==> src/rtl/tls_pkg.sv <==
// Purpose: constants for the trajectory load and start block
// Assumes: APB register access, 32-bit aligned words
// Notes: offsets are byte addresses
package tls_pkg;
  localparam logic [7:0] CMD_LOAD_TRAJ = 8'h1f;
  localparam logic [7:0] CMD_START = 8'h01;
  localparam logic [7:0] CMD_LOAD_FILT = 8'h1e;
  localparam logic [7:0] CMD_UPD_FILT = 8'h04;
  // control word field positions
  localparam int CW_POS_REL = 0;
  localparam int CW_POS_LD = 1;
  localparam int CW_VEL_REL = 2;
  localparam int CW_VEL_LD = 3;
  localparam int CW_ACC_REL = 4;
  localparam int CW_ACC_LD = 5;
  localparam int CW_OFF = 8;
  localparam int CW_ABRUPT = 9;
  localparam int CW_SMOOTH = 10;
  localparam int CW_VMODE = 11;
  localparam int CW_FWD = 12;
  // status bits
  localparam int ST_BUSY = 0;
  localparam int ST_CMDERR = 1;
  localparam int ST_DONE = 2;
  localparam int ST_OFF = 7;
  // one interval step is 2048 system clocks; only its length in time scales with the clock
  localparam int SAMPLE_REF_CLKS = 2048;
  localparam int SAMPLE_REF_MHZ = 8;
  localparam int CLK_MHZ = 250;
  localparam int SAMPLE_CLKS = SAMPLE_REF_CLKS;
  localparam int BUSY_CLKS = 4;
  localparam logic [31:0] ACC_MAX = 32'h3fffffff;
  localparam logic [31:0] POS_MIN = 32'hc0000000;
  localparam logic [31:0] POS_MAX = 32'h3fffffff;
  localparam logic [7:0] DRIVE_ZERO = 8'h80;
  // register byte offsets
  localparam logic [7:0] A_CMD = 8'h00;
  localparam logic [7:0] A_DATA = 8'h04;
  localparam logic [7:0] A_STATUS = 8'h08;
  localparam logic [7:0] A_SIGNALS = 8'h0c;
  localparam logic [7:0] A_ACC = 8'h10;
  localparam logic [7:0] A_VEL = 8'h14;
  localparam logic [7:0] A_POS = 8'h18;
  localparam logic [7:0] A_ACTUAL = 8'h1c;
  localparam logic [7:0] A_DONE = 8'h20;
  localparam logic [7:0] A_RSTI = 8'h24;
  localparam logic [7:0] A_SINT = 8'h28;
endpackage

==> src/rtl/tls_top.sv <==
// Purpose: trajectory command interpreter with double-buffered parameters
// Assumes: host writes command and data bytes via APB, one byte per write
// Notes: profile generator and filter are outside; this block holds state
//
// Summary of operation
// RULE1 - first two data bytes form control word
// RULE2 - sample interval is (N+1) times 2048 clocks
// RULE3 - direction bit used only in velocity mode
// RULE4 - bit 11 selects velocity or position mode
// RULE5 - position mode stops at trajectory end automatically
// RULE6 - bit 8 stop drives zero output code
// RULE7 - bit 9 stop sets target to present
// RULE8 - bit 10 stop decelerates with programmed acceleration
// RULE9 - host sets at most one stop bit
// RULE10 - load and relative flags per parameter
// RULE11 - each parameter two words, MSB first
// RULE12 - order acceleration, velocity, position; skip clear
// RULE13 - acceleration and velocity limited unsigned fixed point
// RULE14 - position limited signed range
// RULE15 - host keeps acceleration not above velocity
// RULE16 - loads buffered until start command copies
// RULE17 - start code 01 no data bytes
// RULE18 - start during motion after acc change errors
// RULE19 - host waits before start after acc change
// RULE20 - start takes effect at next sample boundary
// RULE21 - host checks busy before each pair
// RULE22 - bytes written while busy discarded silently
// RULE23 - direction and motor off change at start
// RULE24 - expected data bytes four per load flag
// RULE25 - relative values added to buffered value
//
// Register access over APB and the address map were left to the implementer.
`timescale 1ns/100ps
`default_nettype none
module tls_top
  import tls_pkg::*;
#(
  parameter int SAMPLE_CLKS_P = SAMPLE_CLKS
) (
  input wire logic CLK, // system clock
  input wire logic SYS_RST, // synchronous reset, high
  input wire logic PSEL, // apb select
  input wire logic PENABLE, // apb access phase
  input wire logic PWRITE, // apb direction
  input wire logic [7:0] PADDR, // apb byte address
  input wire logic [31:0] PWDATA, // apb write data
  output logic [31:0] PRDATA, // apb read data
  output logic PREADY, // apb ready
  output logic PSLVERR, // apb error
  output logic [31:0] TGT_ACC, // working acceleration
  output logic [31:0] TGT_VEL, // working velocity
  output logic [31:0] TGT_POS, // working target position
  output logic VEL_MODE, // working mode, 1 velocity
  output logic FWD_DIR, // working direction
  output logic MOTOR_OFF, // drive held at zero code
  output logic [7:0] DRIVE_CODE, // offset binary drive when stopped
  output logic SMOOTH_STOP, // decelerate with working acceleration
  output logic IN_MOTION, // trajectory running
  output logic SAMPLE_TICK // one pulse per sample interval
);
  typedef enum logic [1:0] {S_IDLE, S_CW, S_DATA} tls_state_t;
  tls_state_t state_ff;
  logic [15:0] cw_ff;
  logic [3:0] cnt_ff;
  logic [31:0] shift_ff;
  logic [31:0] buf_acc_ff, buf_vel_ff, buf_pos_ff;
  logic [15:0] buf_cw_ff;
  logic [31:0] act_pos_ff;
  logic acc_chg_ff, cmderr_ff, busy_ff, done_ff;
  logic [2:0] busy_cnt_ff;
  logic [7:0] sint_ff;
  logic [7:0] sint_cnt_ff;
  logic [31:0] tick_cnt_ff;
  logic start_pend_ff;
  logic wr_acc, rd_acc, byte_ok, cmd_wr, data_wr, start_cmd, start_ok;
  logic [3:0] need;
  logic [1:0] which;
  logic [31:0] word32;

  assign wr_acc = PSEL && PENABLE && PWRITE;
  assign rd_acc = PSEL && PENABLE && !PWRITE;
  assign byte_ok = !busy_ff; // see RULE22
  assign cmd_wr = wr_acc && PADDR == A_CMD && byte_ok;
  assign data_wr = wr_acc && PADDR == A_DATA && byte_ok;
  assign start_cmd = cmd_wr && PWDATA[7:0] == CMD_START; // see RULE17
  assign start_ok = !(IN_MOTION && acc_chg_ff); // see RULE18
  // four bytes per flagged parameter
  assign need = 4'(2'(cw_ff[CW_ACC_LD]) + cw_ff[CW_VEL_LD] + cw_ff[CW_POS_LD]) << 2; // see RULE24
  assign word32 = {shift_ff[23:0], PWDATA[7:0]};

  // parameter slot in fixed order acc, vel, pos
  always_comb begin
    logic [3:0] idx;
    idx = 4'(cnt_ff >> 2);
    which = 2'd2;
    if (cw_ff[CW_ACC_LD] && idx == 4'd0) begin // see RULE12
      which = 2'd0;
    end else if (cw_ff[CW_VEL_LD] && idx == 4'(cw_ff[CW_ACC_LD])) begin
      which = 2'd1;
    end
  end

  // command interpreter; bus timing is the same for all writes, busy follows command and data writes only
  always_ff @(posedge CLK) begin
    if (SYS_RST) begin
      state_ff <= S_IDLE;
      cw_ff <= 16'h0000;
      cnt_ff <= 4'h0;
      shift_ff <= 32'h0;
    end else if (cmd_wr) begin
      state_ff <= PWDATA[7:0] == CMD_LOAD_TRAJ ? S_CW : S_IDLE;
      cnt_ff <= 4'h0;
    end else if (data_wr) begin
      unique case (state_ff)
        S_CW: begin // see RULE1
          cw_ff <= {cw_ff[7:0], PWDATA[7:0]};
          cnt_ff <= cnt_ff + 4'h1;
          if (cnt_ff == 4'h1) begin
            cnt_ff <= 4'h0;
            state_ff <= ({cw_ff[7:0], PWDATA[7:0]} & 16'h002a) != 16'h0 ? S_DATA : S_IDLE;
          end
        end
        S_DATA: begin // see RULE11
          shift_ff <= word32;
          cnt_ff <= cnt_ff + 4'h1;
          if (cnt_ff + 4'h1 == need) begin
            state_ff <= S_IDLE;
          end
        end
        default: begin
        end
      endcase
    end
  end

  // primary buffers, relative add and range clamp
  function automatic logic [31:0] clamp_u(input logic [31:0] v); // see RULE13
    clamp_u = v > ACC_MAX ? ACC_MAX : v;
  endfunction
  function automatic logic [31:0] clamp_s(input logic [31:0] v); // see RULE14
    if ($signed(v) < $signed(POS_MIN)) clamp_s = POS_MIN;
    else if ($signed(v) > $signed(POS_MAX)) clamp_s = POS_MAX;
    else clamp_s = v;
  endfunction

  always_ff @(posedge CLK) begin
    if (SYS_RST) begin
      buf_acc_ff <= 32'h0;
      buf_vel_ff <= 32'h0;
      buf_pos_ff <= 32'h0;
      buf_cw_ff <= 16'h0;
    end else begin
      if (data_wr && state_ff == S_CW && cnt_ff == 4'h1) begin
        buf_cw_ff <= {cw_ff[7:0], PWDATA[7:0]};
      end
      if (data_wr && state_ff == S_DATA && cnt_ff[1:0] == 2'd3) begin // see RULE10
        unique case (which)
          2'd0: buf_acc_ff <= clamp_u(cw_ff[CW_ACC_REL] ? buf_acc_ff + word32 : word32); // see RULE25
          2'd1: buf_vel_ff <= clamp_u(cw_ff[CW_VEL_REL] ? buf_vel_ff + word32 : word32);
          default: buf_pos_ff <= clamp_s(cw_ff[CW_POS_REL] ? buf_pos_ff + word32 : word32);
        endcase
      end
    end
  end

  // acceleration changed flag; set wins over the start clear
  always_ff @(posedge CLK) begin
    if (SYS_RST) begin
      acc_chg_ff <= 1'b0;
    end else if (data_wr && state_ff == S_DATA && cnt_ff[1:0] == 2'd3 && which == 2'd0) begin
      acc_chg_ff <= 1'b1;
    end else if (start_cmd && start_ok) begin
      acc_chg_ff <= 1'b0;
    end
  end

  // command error: set wins over host clear
  always_ff @(posedge CLK) begin
    if (SYS_RST) begin
      cmderr_ff <= 1'b0;
    end else if (start_cmd && !start_ok) begin // see RULE18
      cmderr_ff <= 1'b1;
    end else if (wr_acc && PADDR == A_RSTI && !PWDATA[ST_CMDERR]) begin
      cmderr_ff <= 1'b0;
    end
  end

  // busy window after each accepted byte
  always_ff @(posedge CLK) begin
    if (SYS_RST) begin
      busy_cnt_ff <= 3'h0;
      busy_ff <= 1'b0;
    end else if (cmd_wr || data_wr) begin
      busy_cnt_ff <= 3'(BUSY_CLKS - 1);
      busy_ff <= 1'b1;
    end else if (busy_cnt_ff != 3'h0) begin
      busy_cnt_ff <= busy_cnt_ff - 3'h1;
    end else begin
      busy_ff <= 1'b0;
    end
  end

  // sample interval divider
  always_ff @(posedge CLK) begin
    if (SYS_RST) begin
      sint_ff <= 8'h00;
      tick_cnt_ff <= 32'h0;
      sint_cnt_ff <= 8'h00;
      SAMPLE_TICK <= 1'b0;
    end else begin
      if (wr_acc && PADDR == A_SINT) begin
        sint_ff <= PWDATA[7:0];
      end
      SAMPLE_TICK <= 1'b0;
      if (tick_cnt_ff == 32'(SAMPLE_CLKS_P - 1)) begin // see RULE2
        tick_cnt_ff <= 32'h0;
        if (sint_cnt_ff >= sint_ff) begin
          sint_cnt_ff <= 8'h00;
          SAMPLE_TICK <= 1'b1;
        end else begin
          sint_cnt_ff <= sint_cnt_ff + 8'h01;
        end
      end else begin
        tick_cnt_ff <= tick_cnt_ff + 32'h1;
      end
    end
  end

  // start request held until the sample boundary
  always_ff @(posedge CLK) begin
    if (SYS_RST) begin
      start_pend_ff <= 1'b0;
    end else if (start_cmd && start_ok) begin
      start_pend_ff <= 1'b1; // see RULE20
    end else if (SAMPLE_TICK) begin
      start_pend_ff <= 1'b0;
    end
  end

  // working registers and stop handling
  always_ff @(posedge CLK) begin
    if (SYS_RST) begin
      TGT_ACC <= 32'h0;
      TGT_VEL <= 32'h0;
      TGT_POS <= 32'h0;
      VEL_MODE <= 1'b0;
      FWD_DIR <= 1'b0;
      MOTOR_OFF <= 1'b1;
      DRIVE_CODE <= DRIVE_ZERO;
      SMOOTH_STOP <= 1'b0;
      IN_MOTION <= 1'b0;
      done_ff <= 1'b0;
    end else if (start_pend_ff && SAMPLE_TICK && !(start_cmd && start_ok)) begin // see RULE16
      TGT_ACC <= buf_acc_ff;
      TGT_VEL <= buf_vel_ff;
      VEL_MODE <= buf_cw_ff[CW_VMODE]; // see RULE4
      FWD_DIR <= buf_cw_ff[CW_VMODE] ? buf_cw_ff[CW_FWD] : FWD_DIR; // see RULE3 RULE23
      MOTOR_OFF <= buf_cw_ff[CW_OFF]; // see RULE6 RULE23
      DRIVE_CODE <= DRIVE_ZERO;
      SMOOTH_STOP <= buf_cw_ff[CW_SMOOTH]; // see RULE8
      TGT_POS <= buf_cw_ff[CW_ABRUPT] ? act_pos_ff : buf_pos_ff; // see RULE7
      IN_MOTION <= !(buf_cw_ff[CW_OFF] || buf_cw_ff[CW_ABRUPT]);
      done_ff <= buf_cw_ff[CW_OFF] || buf_cw_ff[CW_ABRUPT];
    end else if (IN_MOTION && !VEL_MODE && act_pos_ff == TGT_POS) begin
      IN_MOTION <= 1'b0; // see RULE5
      done_ff <= 1'b1;
    end else if (IN_MOTION && SMOOTH_STOP && act_pos_ff == TGT_POS) begin
      IN_MOTION <= 1'b0;
      done_ff <= 1'b1;
    end else if (wr_acc && PADDR == A_RSTI && !PWDATA[ST_DONE]) begin
      done_ff <= 1'b0;
    end
  end

  // present position, reported by the profile logic through software
  always_ff @(posedge CLK) begin
    if (SYS_RST) begin
      act_pos_ff <= 32'h0;
    end else if (wr_acc && PADDR == A_ACTUAL) begin
      act_pos_ff <= PWDATA;
    end else if (wr_acc && PADDR == A_DONE && IN_MOTION) begin
      act_pos_ff <= TGT_POS;
    end
  end

  // apb answer: zero wait states, unmapped reads zero with error
  always_ff @(posedge CLK) begin
    if (SYS_RST) begin
      PRDATA <= 32'h0;
      PREADY <= 1'b0;
      PSLVERR <= 1'b0;
    end else begin
      PREADY <= PSEL && !PENABLE;
      PSLVERR <= 1'b0;
      PRDATA <= 32'h0;
      if (PSEL && !PENABLE) begin
        unique case (PADDR)
          A_STATUS: PRDATA <= {24'h0, MOTOR_OFF, 4'h0, done_ff, cmderr_ff, busy_ff};
          A_SIGNALS: PRDATA <= {19'h0, FWD_DIR, VEL_MODE, 3'h0, MOTOR_OFF, 4'h0,
                                done_ff, cmderr_ff, acc_chg_ff};
          A_ACC: PRDATA <= buf_acc_ff;
          A_VEL: PRDATA <= buf_vel_ff;
          A_POS: PRDATA <= buf_pos_ff;
          A_ACTUAL: PRDATA <= act_pos_ff;
          A_SINT: PRDATA <= {24'h0, sint_ff};
          A_CMD, A_DATA, A_DONE, A_RSTI: PRDATA <= 32'h0;
          default: PSLVERR <= 1'b1;
        endcase
      end
    end
  end
endmodule
`default_nettype wire

==> config.mk <==
export PLATFORM = sky130hd
export DESIGN_NAME = tls_top
export DESIGN_NICKNAME = d
export VERILOG_FILES = /design/src/rtl/tls_pkg.sv /design/src/rtl/tls_top.sv
export SDC_FILE = /design/constraint.sdc
export NUM_CORES = 1
export LEC_CHECK = 0
export BUFFER_PORTS_ARGS = -buffer_cell sky130_fd_sc_hd__clkbuf_2
export CAP_MARGIN = 30
export CORE_ASPECT_RATIO = 1.75
export CORE_MARGIN = 2
export CORE_UTILIZATION = 40
export DETAILED_ROUTE_END_ITERATION = 8
export PLACE_DENSITY = 0.57
export SKIP_CTS_REPAIR_TIMING = 1
export SYNTH_ARGS = -nofsm -noshare
export SYNTH_HDL_FRONTEND = slang
export SYNTH_SLANG_ARGS = --single-unit
==> constraint.sdc <==
create_clock -name CLK -period 3.5 [get_ports CLK]
set_clock_uncertainty 0.1 [all_clocks]
set_input_delay 0.35 -clock CLK [delete_from_list [all_inputs] [get_ports CLK]]
set_output_delay 0.35 -clock CLK [all_outputs]
set_load 0.1 [all_outputs]
# Word level (Yosys, flattened, before mapping)
# Cells that the tools add are included.
# word_totals
ramBits,0
reg_bits,369
out_inout_bits,144
mem_bits_ro,0
memories,0
in_bits,45
latch_bits,0
wordCells,186
# classes
n_mux,42
reduce_logical,71
eq_ne,24
magnitude_cmp,5
div_mod_pow,0
multipliers,0
add_sub_neg,9
n_shift,0
bitwise_logic,4
# ops
op,n
32-bit 2-to-1 mux,10
32-bit case mux with 7 select lines,1
32-bit adder,3
32-bit by 30-bit > comparator with 1-bit output (second input constant),2
8-bit by 5-bit equality test with 1-bit output (second input constant),5
32-bit by 1-bit adder with 32-bit output (second input constant),1
32-bit by 11-bit equality test with 1-bit output (second input constant),1
32-bit equality test,1
32-bit by 31-bit > comparator with 1-bit output (second input constant),1
32-bit by 31-bit < comparator with 1-bit output (second input constant),1
1-bit logical AND,31
8-bit by 6-bit equality test with 1-bit output (second input constant),3
1-bit 2-to-1 mux,18
2-bit 2-to-1 mux,9
8-bit by 4-bit equality test with 1-bit output (second input constant),2
16-bit nonzero test,1
2-bit nonzero test,7
2-bit OR reduction,6
11-bit OR reduction,1
2-bit AND reduction,5
3-bit nonzero test,3
8-bit by 1-bit adder with 8-bit output (second input constant),1
8-bit by 1-bit equality test with 1-bit output (second input constant),1
8-bit by 3-bit equality test with 1-bit output (second input constant),1
other kinds (25),40

# Depth between registers and ports, before layout
# Gate-level depths: netlist of the first run.
# logic_depth
ltp_word,9
depth_mapped,14
mapped_depth_nobuf,13

# Worst setup path after synthesis of the first run
# OpenSTA, ideal clock, no wires.
# synth_path
kind,input to register
from,input port PWDATA[1]
to,register buf_pos_ff[28]
arrival_ns,3.195
path_buffers,1
t_required_ns,3.262
stages,13
setup_ns,0.138
path_slack_ns,0.067
cell_sequence,clkbuf_1 > inv_1 > fa_1 > nor2b_1 > o2111ai_1 > a21o_1 > a21o_1 > o211a_1 > o21ai_0 > a31oi_1 > a2111oi_0 > maj3_2 > a211oi_1
# synth_between
elab_chain_cells,5
word_cells_on_any_way,6
cone_classes,add/sub (1); order compare (2); mux (3)
# synth_rtl
item,line_no,text
"start, declared",tls_top.sv:46,"input wire logic [31:0] PWDATA,"
32-bit adder,tls_top.sv:160,default: buf_pos_ff <= clamp_s(cw_ff[CW_POS_REL] ? buf_pos_ff + word32 : word32);
32-bit 2-to-1 mux (*),tls_top.sv:160,
32-bit by 31-bit > comparator with 1-bit output,tls_top.sv:142,else if ($signed(v) > $signed(POS_MAX)) clamp_s = POS_MAX;
32-bit 2-to-1 mux,tls_top.sv:142,
32-bit 2-to-1 mux (*),tls_top.sv:141,if ($signed(v) < $signed(POS_MIN)) clamp_s = POS_MIN;
"end signal, assigned",tls_top.sv:160,
"end, declared",tls_top.sv:66,"logic [31:0] buf_acc_ff, buf_vel_ff, buf_pos_ff;"
# Every way passes the cells marked *; elsewhere a longest branch is shown, timed or not.
# A chain may end at the register's enable or synchronous reset.

# Worst setup path in the final report of the first run
# layout_path
from,register shift_ff[0]
to,register buf_pos_ff[14]
# layout_between
elab_chain_cells,5
word_cells_on_any_way,6
cone_classes,add/sub (1); order compare (2); mux (3)
# layout_rtl
item,line_no,text
"start, declared",tls_top.sv:65,logic [31:0] shift_ff;
"start signal, assigned",tls_top.sv:124,shift_ff <= word32;
32-bit adder,tls_top.sv:160,
32-bit 2-to-1 mux (*),tls_top.sv:160,
32-bit by 31-bit > comparator with 1-bit output,tls_top.sv:142,
32-bit 2-to-1 mux,tls_top.sv:142,
32-bit 2-to-1 mux (*),tls_top.sv:141,
# Marked as above.

==> results of run 1 <==
stage by stage:
| step | area [um2] | setup TNS, ns | hold slack [ns] | std cells | total power [mW] |
|---|---|---|---|---|---|
| final | 25000 | 0 | 0.0128 | 3492 | 8.72 |
| after global placement | 23400 | -11.81 | 0.343 | 3414 | 4.59 |
| after CTS | 24600 | -12.72 | -0.130 | 3481 | 8.80 |
| after detailed placement | 23400 | -21.48 | 0.346 | 3414 | 4.60 |
| after floorplan | 20700 | 0 | 0.326 | 2540 | 4.48 |
| after global routing | 25000 | -0.365 | 0.00235 | 3490 | 8.99 |
flip-flops by register name, summed over array words and instances (netlist names), 2 cells and up:
register     count
state_ff         2
TGT_POS         32
cnt_ff           4
shift_ff        24
busy_cnt_ff      3
act_pos_ff      32
buf_pos_ff      32
cw_ff            6
TGT_VEL         32
sint_ff          8
tick_cnt_ff     32
buf_acc_ff      32
buf_cw_ff        5
buf_vel_ff      32
PRDATA          32
sint_cnt_ff      8
TGT_ACC         32
report_power, final:
part	total [mW]	switching [mW]	leakage [nW]	internal, mW
Combinational	0.377	0.245	6.59	0.132
Sequential	4.14	0.0112	2.91	4.13
Clock	4.20	1.79	0.614	2.42
Yosys cell counts (all sizes together) (10+ instances only):
cell      n
and3     26
buf      40
nor2    222
nand2   350
nand2b   18
a221oi   15
o21bai   71
ha      109
a31oi    16
nor3     32
a21oi   293
nor3b    10
o21ai    91
nor4     15
a211oi   80
nand4    35
nand3    49
inv      41
o21a     13
clkbuf  125
dfxtp   361
mux2i    92
a21o     54
mux2     25
xor2     83
a222oi   22
xnor2    67
maj3     29
or3      12
a22oi    36
metal layers:
layer	global-route usage	up-vias	routed length (um)
met4	0.243	0	8480
met5	0	-	0
met3	0.0339	231	3700
met2	0.506	649	38400
li1	-	9637	-
met1	0.296	9579	28400
layout make-up:
cell class	count	area, um2
Inverter	42	158
Clock inverter	16	208
Antenna cell	2	5.00
Sequential cell	361	7240
Timing Repair Buffer	373	2520
Fill cell	5104	26300
Clock buffer	51	1050
Multi-Input combinational cell	1975	13000
Tap cell	672	841
kinds of logic after synthesis:
family / share of synthesized area
AOI/OAI and AO/OA: 0.231
buffers and inverters: 0.0409
and+or+nand+nor: 0.172
muxes: 0.0581
xor gates and xnor gates: 0.0644
adders and majority gates: 0.0839
other: 0.000363
DFF: 0.349
path summary, 6_finish.rpt:
| kind | start | endpoint | slack, ns | cells past startpoint |
|---|---|---|---|---|
| worst min register to register | TGT_VEL[16]$_SDFFE_PP0P_ | TGT_VEL[16]$_SDFFE_PP0P_ | 0.35 | 2 |
| worst max register to register | shift_ff[0]$_SDFFE_PP0P_ | buf_pos_ff[14]$_SDFFE_PP0P_ | 0.12 | 15 |
| worst max-delay path | shift_ff[0]$_SDFFE_PP0P_ | buf_pos_ff[14]$_SDFFE_PP0P_ | 0.12 | 15 |
| worst min-delay path | PWDATA[31] | act_pos_ff[31]$_SDFFE_PP0P_ | 0.01 | 3 |
critical path, cell delays in order, from the launching register on:
cell and delay [ns]:
dfxtp_2 0.34, buf_12 0.14, ha_4 0.26, and3_1 0.18, o211a_1 0.15, a21boi_1 0.07
buf_4 0.17, o211a_4 0.26, o31ai_4 0.28, xor2_2 0.24, buf_4 0.14, buf_4 0.09
mux2_2 0.33, nor2b_1 0.13, a311oi_1 0.28, a21o_1 0.15
==> impl_metrics.yaml, run 1 <==
outcome:
  status: "finished, final reports clean"
route:
  first_pass_iters: 7
  wl_per_cell_um: 22.6
  drtIter0Drc: 1506
  viasPerCell: 5.75
  ant_nets: 0
  wirelength_mm: 79.0
  vias: 20100
  drcViolationCount: 0
logic_synthesis:
  synthCells: 2534
  synth_flop_cell: "dfxtp_1"
  synthArstFlopShare: 0
  yosys_register_bits: 361
  yosysTopAreaCell: "dfxtp_1"
  synth_warnings: 0
  synth.distinct_cells: 75
  ys_seq_area_frac: 0.349
  synth_edf_count: 0
  synthDominantCellAreaShare: 0.349
  synthTopCellsByArea: "dfxtp_1 35%, a21oi_1 7.1%, ha_1 6.6%, nand2_1 6.3%, mux2i_1 4.4%"
  synth_area_mm2: 0.0207
  syn_avg_cell_area_um2: 8.17
global_routing:
  antenna_found_initial: 1
  grt_overflow_total: 0
  grt_pass1_wl_mm: 118
  grt_pass1_vias: 20000
  track_usage: 0.285
  grt_start_max_net_pins: 155
clock_tree:
  cts_buffers: 38
  clk_latency_ns: 0.56
  clk_path_buf_depth: 3
  cts.sinks: 361
  cts.htree.levels: 2
  path_clk_slew_ns: 0.06
  root_buffer: "clkbuf_16"
  cts_tree: "done"
placed_design:
  post-place-ws_ns: -0.338
  place_hpwl_mm: 60.3
  port_buffers: 180
  gp_congestion: 0.963
worst_setup_path:
  endpoint_kind: "register"
  worstPathArrival_ns: 3.77
  cp.required_ns: 3.89
  crit_type: "register to register"
  worst_setup_path_start_kind: "register"
  critical_path.max_fanout: 5
power:
  power_density_mw_per_mm2: 348
  peakVddDrop_v: 0.000340
  leakage_nw: 10.1
cells_and_area:
  layout-drive-gt1-share: 0.192
  final_common_cell: "dfxtp_1"
  utilization: 0.488
  final_cell_mix: "353 x dfxtp_1, 349 x nand2_1, 290 x a21oi_1"
  nets: 2949
  area_delta_synth_final_pct: 20.9
sta:
  drv_slew: 0
  worst_pin_slew_ns: 1.14
  layout_setup_ws_ns: 0.125
  layout_min_cycle_time_ns: 3.38
  hold_viol: 0
  clock.fmax_ghz: 0.296
  period_share: 0.964
  max_slew_margin: 0.242
  setup_violations: 0
run:
  max_cap_violations: 0
die:
  start_util: 0.403
  num_io_pins: 189
  core_mm2: 0.0513
  dieArea_mm2: 0.0536
  rows: 110
  die_x_um: 176
  die_y_um: 305
hold_path:
  holdCritPathClass: "input pin to register"
Power figures use the tool's default switching activity.
==> inputs of run 2 (changes only) <==
Settings changed: ABC_AREA set to 1, PLACE_DENSITY 0.57 to 0.56.
==> run 2 against run 1 <==
Against the previous run:
- the flow now finishes with violations (negative hold slack)
- sequential power is essentially flat
- non-clock buffer count shrank 121
- total power fell by 0.61%
- maximum frequency increased by 11%
- clock power is 2% lower
- clock-buffer cell count rose by 2
- global-route usage rose by 5.5 points
- critical path type unchanged
- largest power group is now registers
==> impl_metrics.yaml, run 2 <==
route:
  first_pass_iters: 7
  wl_per_cell_um: 23.4
  wirelength_mm: 100
  drcViolationCount: 0
  ant_nets: 0
  drtIter0Drc: 1732
  vias: 23900
  viasPerCell: 5.57
worst_setup_path:
  critical_path.max_fanout: 18
  endpoint_kind: "register"
  crit_chain: "ha_1, fa_1, nand2_1, nand2_1, nand3_1, nand2_1, nand3_1, nand2_1, nand2_1, nand2_1, nand2_1, nand2_1, nand2_1, nand2_1, nor2_4, buf_12, a21oi_1"
  cp_common_cell: "nand2_1"
  crit_type: "register to register"
  max_stage_delay_ns: 0.48
  worstPathArrival_ns: 3.39
  rr_startpoint: "buf_vel_ff[0]$_SDFFE_PP0P_"
  critical_path_buf_inv_count: 1
  cp.required_ns: 3.84
  path_delay_family: "simple AND/OR/NAND/NOR gates"
  reg2reg_to: "buf_vel_ff[14]$_SDFFE_PP0P_"
  reg2regPathDepth: 17
  worst_setup_path_start_kind: "register"
  regToRegSetupSlack_ns: 0.45
  slowest_stage: "dfxtp_1"
sta:
  rsz0062_at_grt: "no"
  max_slew_margin: 0.394
  worst_pin_slew_ns: 0.904
  period_share: 0.873
  hold_viol: 2
  setup_violations: 0
  drv_slew: 0
  layout_min_cycle_time_ns: 3.05
  layout_setup_ws_ns: 0.446
  clock.fmax_ghz: 0.327
  timing.hold.ws_ns: -0.0245
  tns_ns: 0
global_routing:
  track_usage: 0.340
  antenna_found_initial: 4
  grt_overflow_total: 0
  grt_pass1_vias: 22800
  grt_pass1_wl_mm: 145
  grt_start_max_net_pins: 68
die:
  die_y_um: 316
  dieArea_mm2: 0.0577
  num_io_pins: 189
  core_mm2: 0.0552
  rows: 114
  die_x_um: 183
  start_util: 0.404
power:
  comb_power_share: 0.046
  p_total_mw: 8.66
  switching_share: 0.243
  pwr-share-seq: 0.478
  peakVddDrop_v: 0.000543
  leakage_nw: 11.3
  power_density_mw_per_mm2: 342
  clock_power_share: 0.477
  p_sw_mw: 2.11
  p_int_mw: 6.56
logic_synthesis:
  synthTopCellsByArea: "dfxtp_1 32%, nand2_1 14%, o21ai_0 7.9%, a21oi_1 7.9%, inv_1 6.1%"
  synth_edf_count: 0
  yosys_register_bits: 361
  syn_avg_cell_area_um2: 6.53
  synth_warnings: 0
  synthArstFlopShare: 0
  synth_area_mm2: 0.0223
  yosysTopAreaCell: "dfxtp_1"
  synth.distinct_cells: 56
  netlist_top_cells_count: "806 x nand2_1, 365 x inv_1, 361 x dfxtp_1"
  synth_flop_cell: "dfxtp_1"
  synth.most_common_cell: "nand2_1"
  synthDominantCellAreaShare: 0.324
  ys_seq_area_frac: 0.324
  synthCells: 3416
clock_tree:
  cts_tree: "done"
  root_buffer: "clkbuf_16"
  clk_path_buf_depth: 3
  cts_buffers: 38
  clk_latency_ns: 0.56
  cts.sinks: 361
  cts.htree.levels: 2
  path_clk_slew_ns: 0.06
placed_design:
  post-place-ws_ns: 0.398
  port_buffers: 180
  placed_cells: 4219
  post_dp_cell_area_mm2: 0.0240
  gp_congestion: 1.02
  place_hpwl_mm: 79.2
hold_path:
  hold_path_end: "act_pos_ff[24]$_SDFFE_PP0P_"
  holdCritPathClass: "input pin to register"
  min_from: "PWDATA[24]"
  hold_depth: 3
cells_and_area:
  nets: 3729
  final_cell_count_no_fill: 4291
  layout-drive-gt1-share: 0.101
  area_delta_synth_final_pct: 13.4
  final_area_mm2: 0.0253
  final_common_cell: "nand2_1"
  utilization: 0.458
  final_cell_mix: "806 x nand2_1, 365 x inv_1, 361 x dfxtp_1"
run:
  max_cap_violations: 0
outcome:
  failed_checks: "negative hold slack"
  status: "finished with violations"
[run 2: changes by cell type after synthesis, sizes merged, moves of 29 or more]
| cell | previous run | this run |
|---|---|---|
| inv | 41 | 372 |
| nand2 | 350 | 812 |
| clkbuf | 125 | 87 |
| mux2i | 92 | 0 |
| a22oi | 36 | 5 |
| xnor2 | 67 | 16 |
| maj3 | 29 | 0 |
| a21oi | 293 | 351 |
| a21o | 54 | 6 |
| nor2 | 222 | 365 |
| nand3 | 49 | 158 |
| o21bai | 71 | 15 |
| a211oi | 80 | 2 |
| o21ai | 91 | 352 |
[run 2: tightest hold or removal path: cells and delay by family]
kind | cells | cell delay [ns]
AND/OR/NAND/NOR | 1 | 0.07
AO/OA/AOI/OAI | 1 | 0.08
buffers and inverters | 1 | 0.08
[run 2: worst max path at each step]
stage                                     start                           to  slack [ns]  cells after the start
finish               buf_vel_ff[0]$_SDFFE_PP0P_  buf_vel_ff[14]$_SDFFE_PP0P_        0.45                     17
global route         buf_vel_ff[0]$_SDFFE_PP0P_  buf_vel_ff[15]$_SDFFE_PP0P_        0.25                     17
CTS                 buf_vel_ff[11]$_SDFFE_PP0P_  buf_vel_ff[15]$_SDFFE_PP0P_        0.38                     15
detailed placement                    PWDATA[0]   buf_vel_ff[7]$_SDFFE_PP0P_        0.40                     18
global placement                      PWDATA[0]  buf_vel_ff[18]$_SDFFE_PP0P_        0.45                     18
floorplan                             PWDATA[0]  buf_acc_ff[11]$_SDFFE_PP0P_        1.13                     17
[run 2: cell type report]
cell class,count,area [um2]
Fill cell,5924,29900
Multi-Input combinational cell,2540,13000
Sequential cell,361,7230
Timing Repair Buffer,252,1540
Inverter,378,1430
Clock buffer,53,1090
Tap cell,696,871
Clock inverter,10,121
Antenna cell,1,2.50
[run 2: per-layer routing]
metal	up-vias	part of all wire	GRT usage
met5	-	0.00013	0
met2	905	0.49	0.599
met4	2	0.12	0.347
li1	11600	-	-
met1	11000	0.34	0.340
met3	379	0.050	0.0400
[run 2: kinds of logic after synthesis]
kind of cell | after synthesis | share of synthesized area
compound gates | 843 | 0.203
flops | 361 | 0.324
simple gates | 1497 | 0.283
fa+ha+maj | 113 | 0.0647
other cells | 2 | 0.000337
xor+xnor | 79 | 0.0310
buf+inv | 521 | 0.0931
[run 2: power groups by stage]
stage	logic [mW]	registers [mW]	clock network (mW)
after floorplan	0.244	4.23	0
after global placement	0.383	4.23	0
after detailed placement	0.384	4.23	0
after CTS	0.386	4.14	4.17
after global routing	0.425	4.14	4.33
final	0.395	4.14	4.13
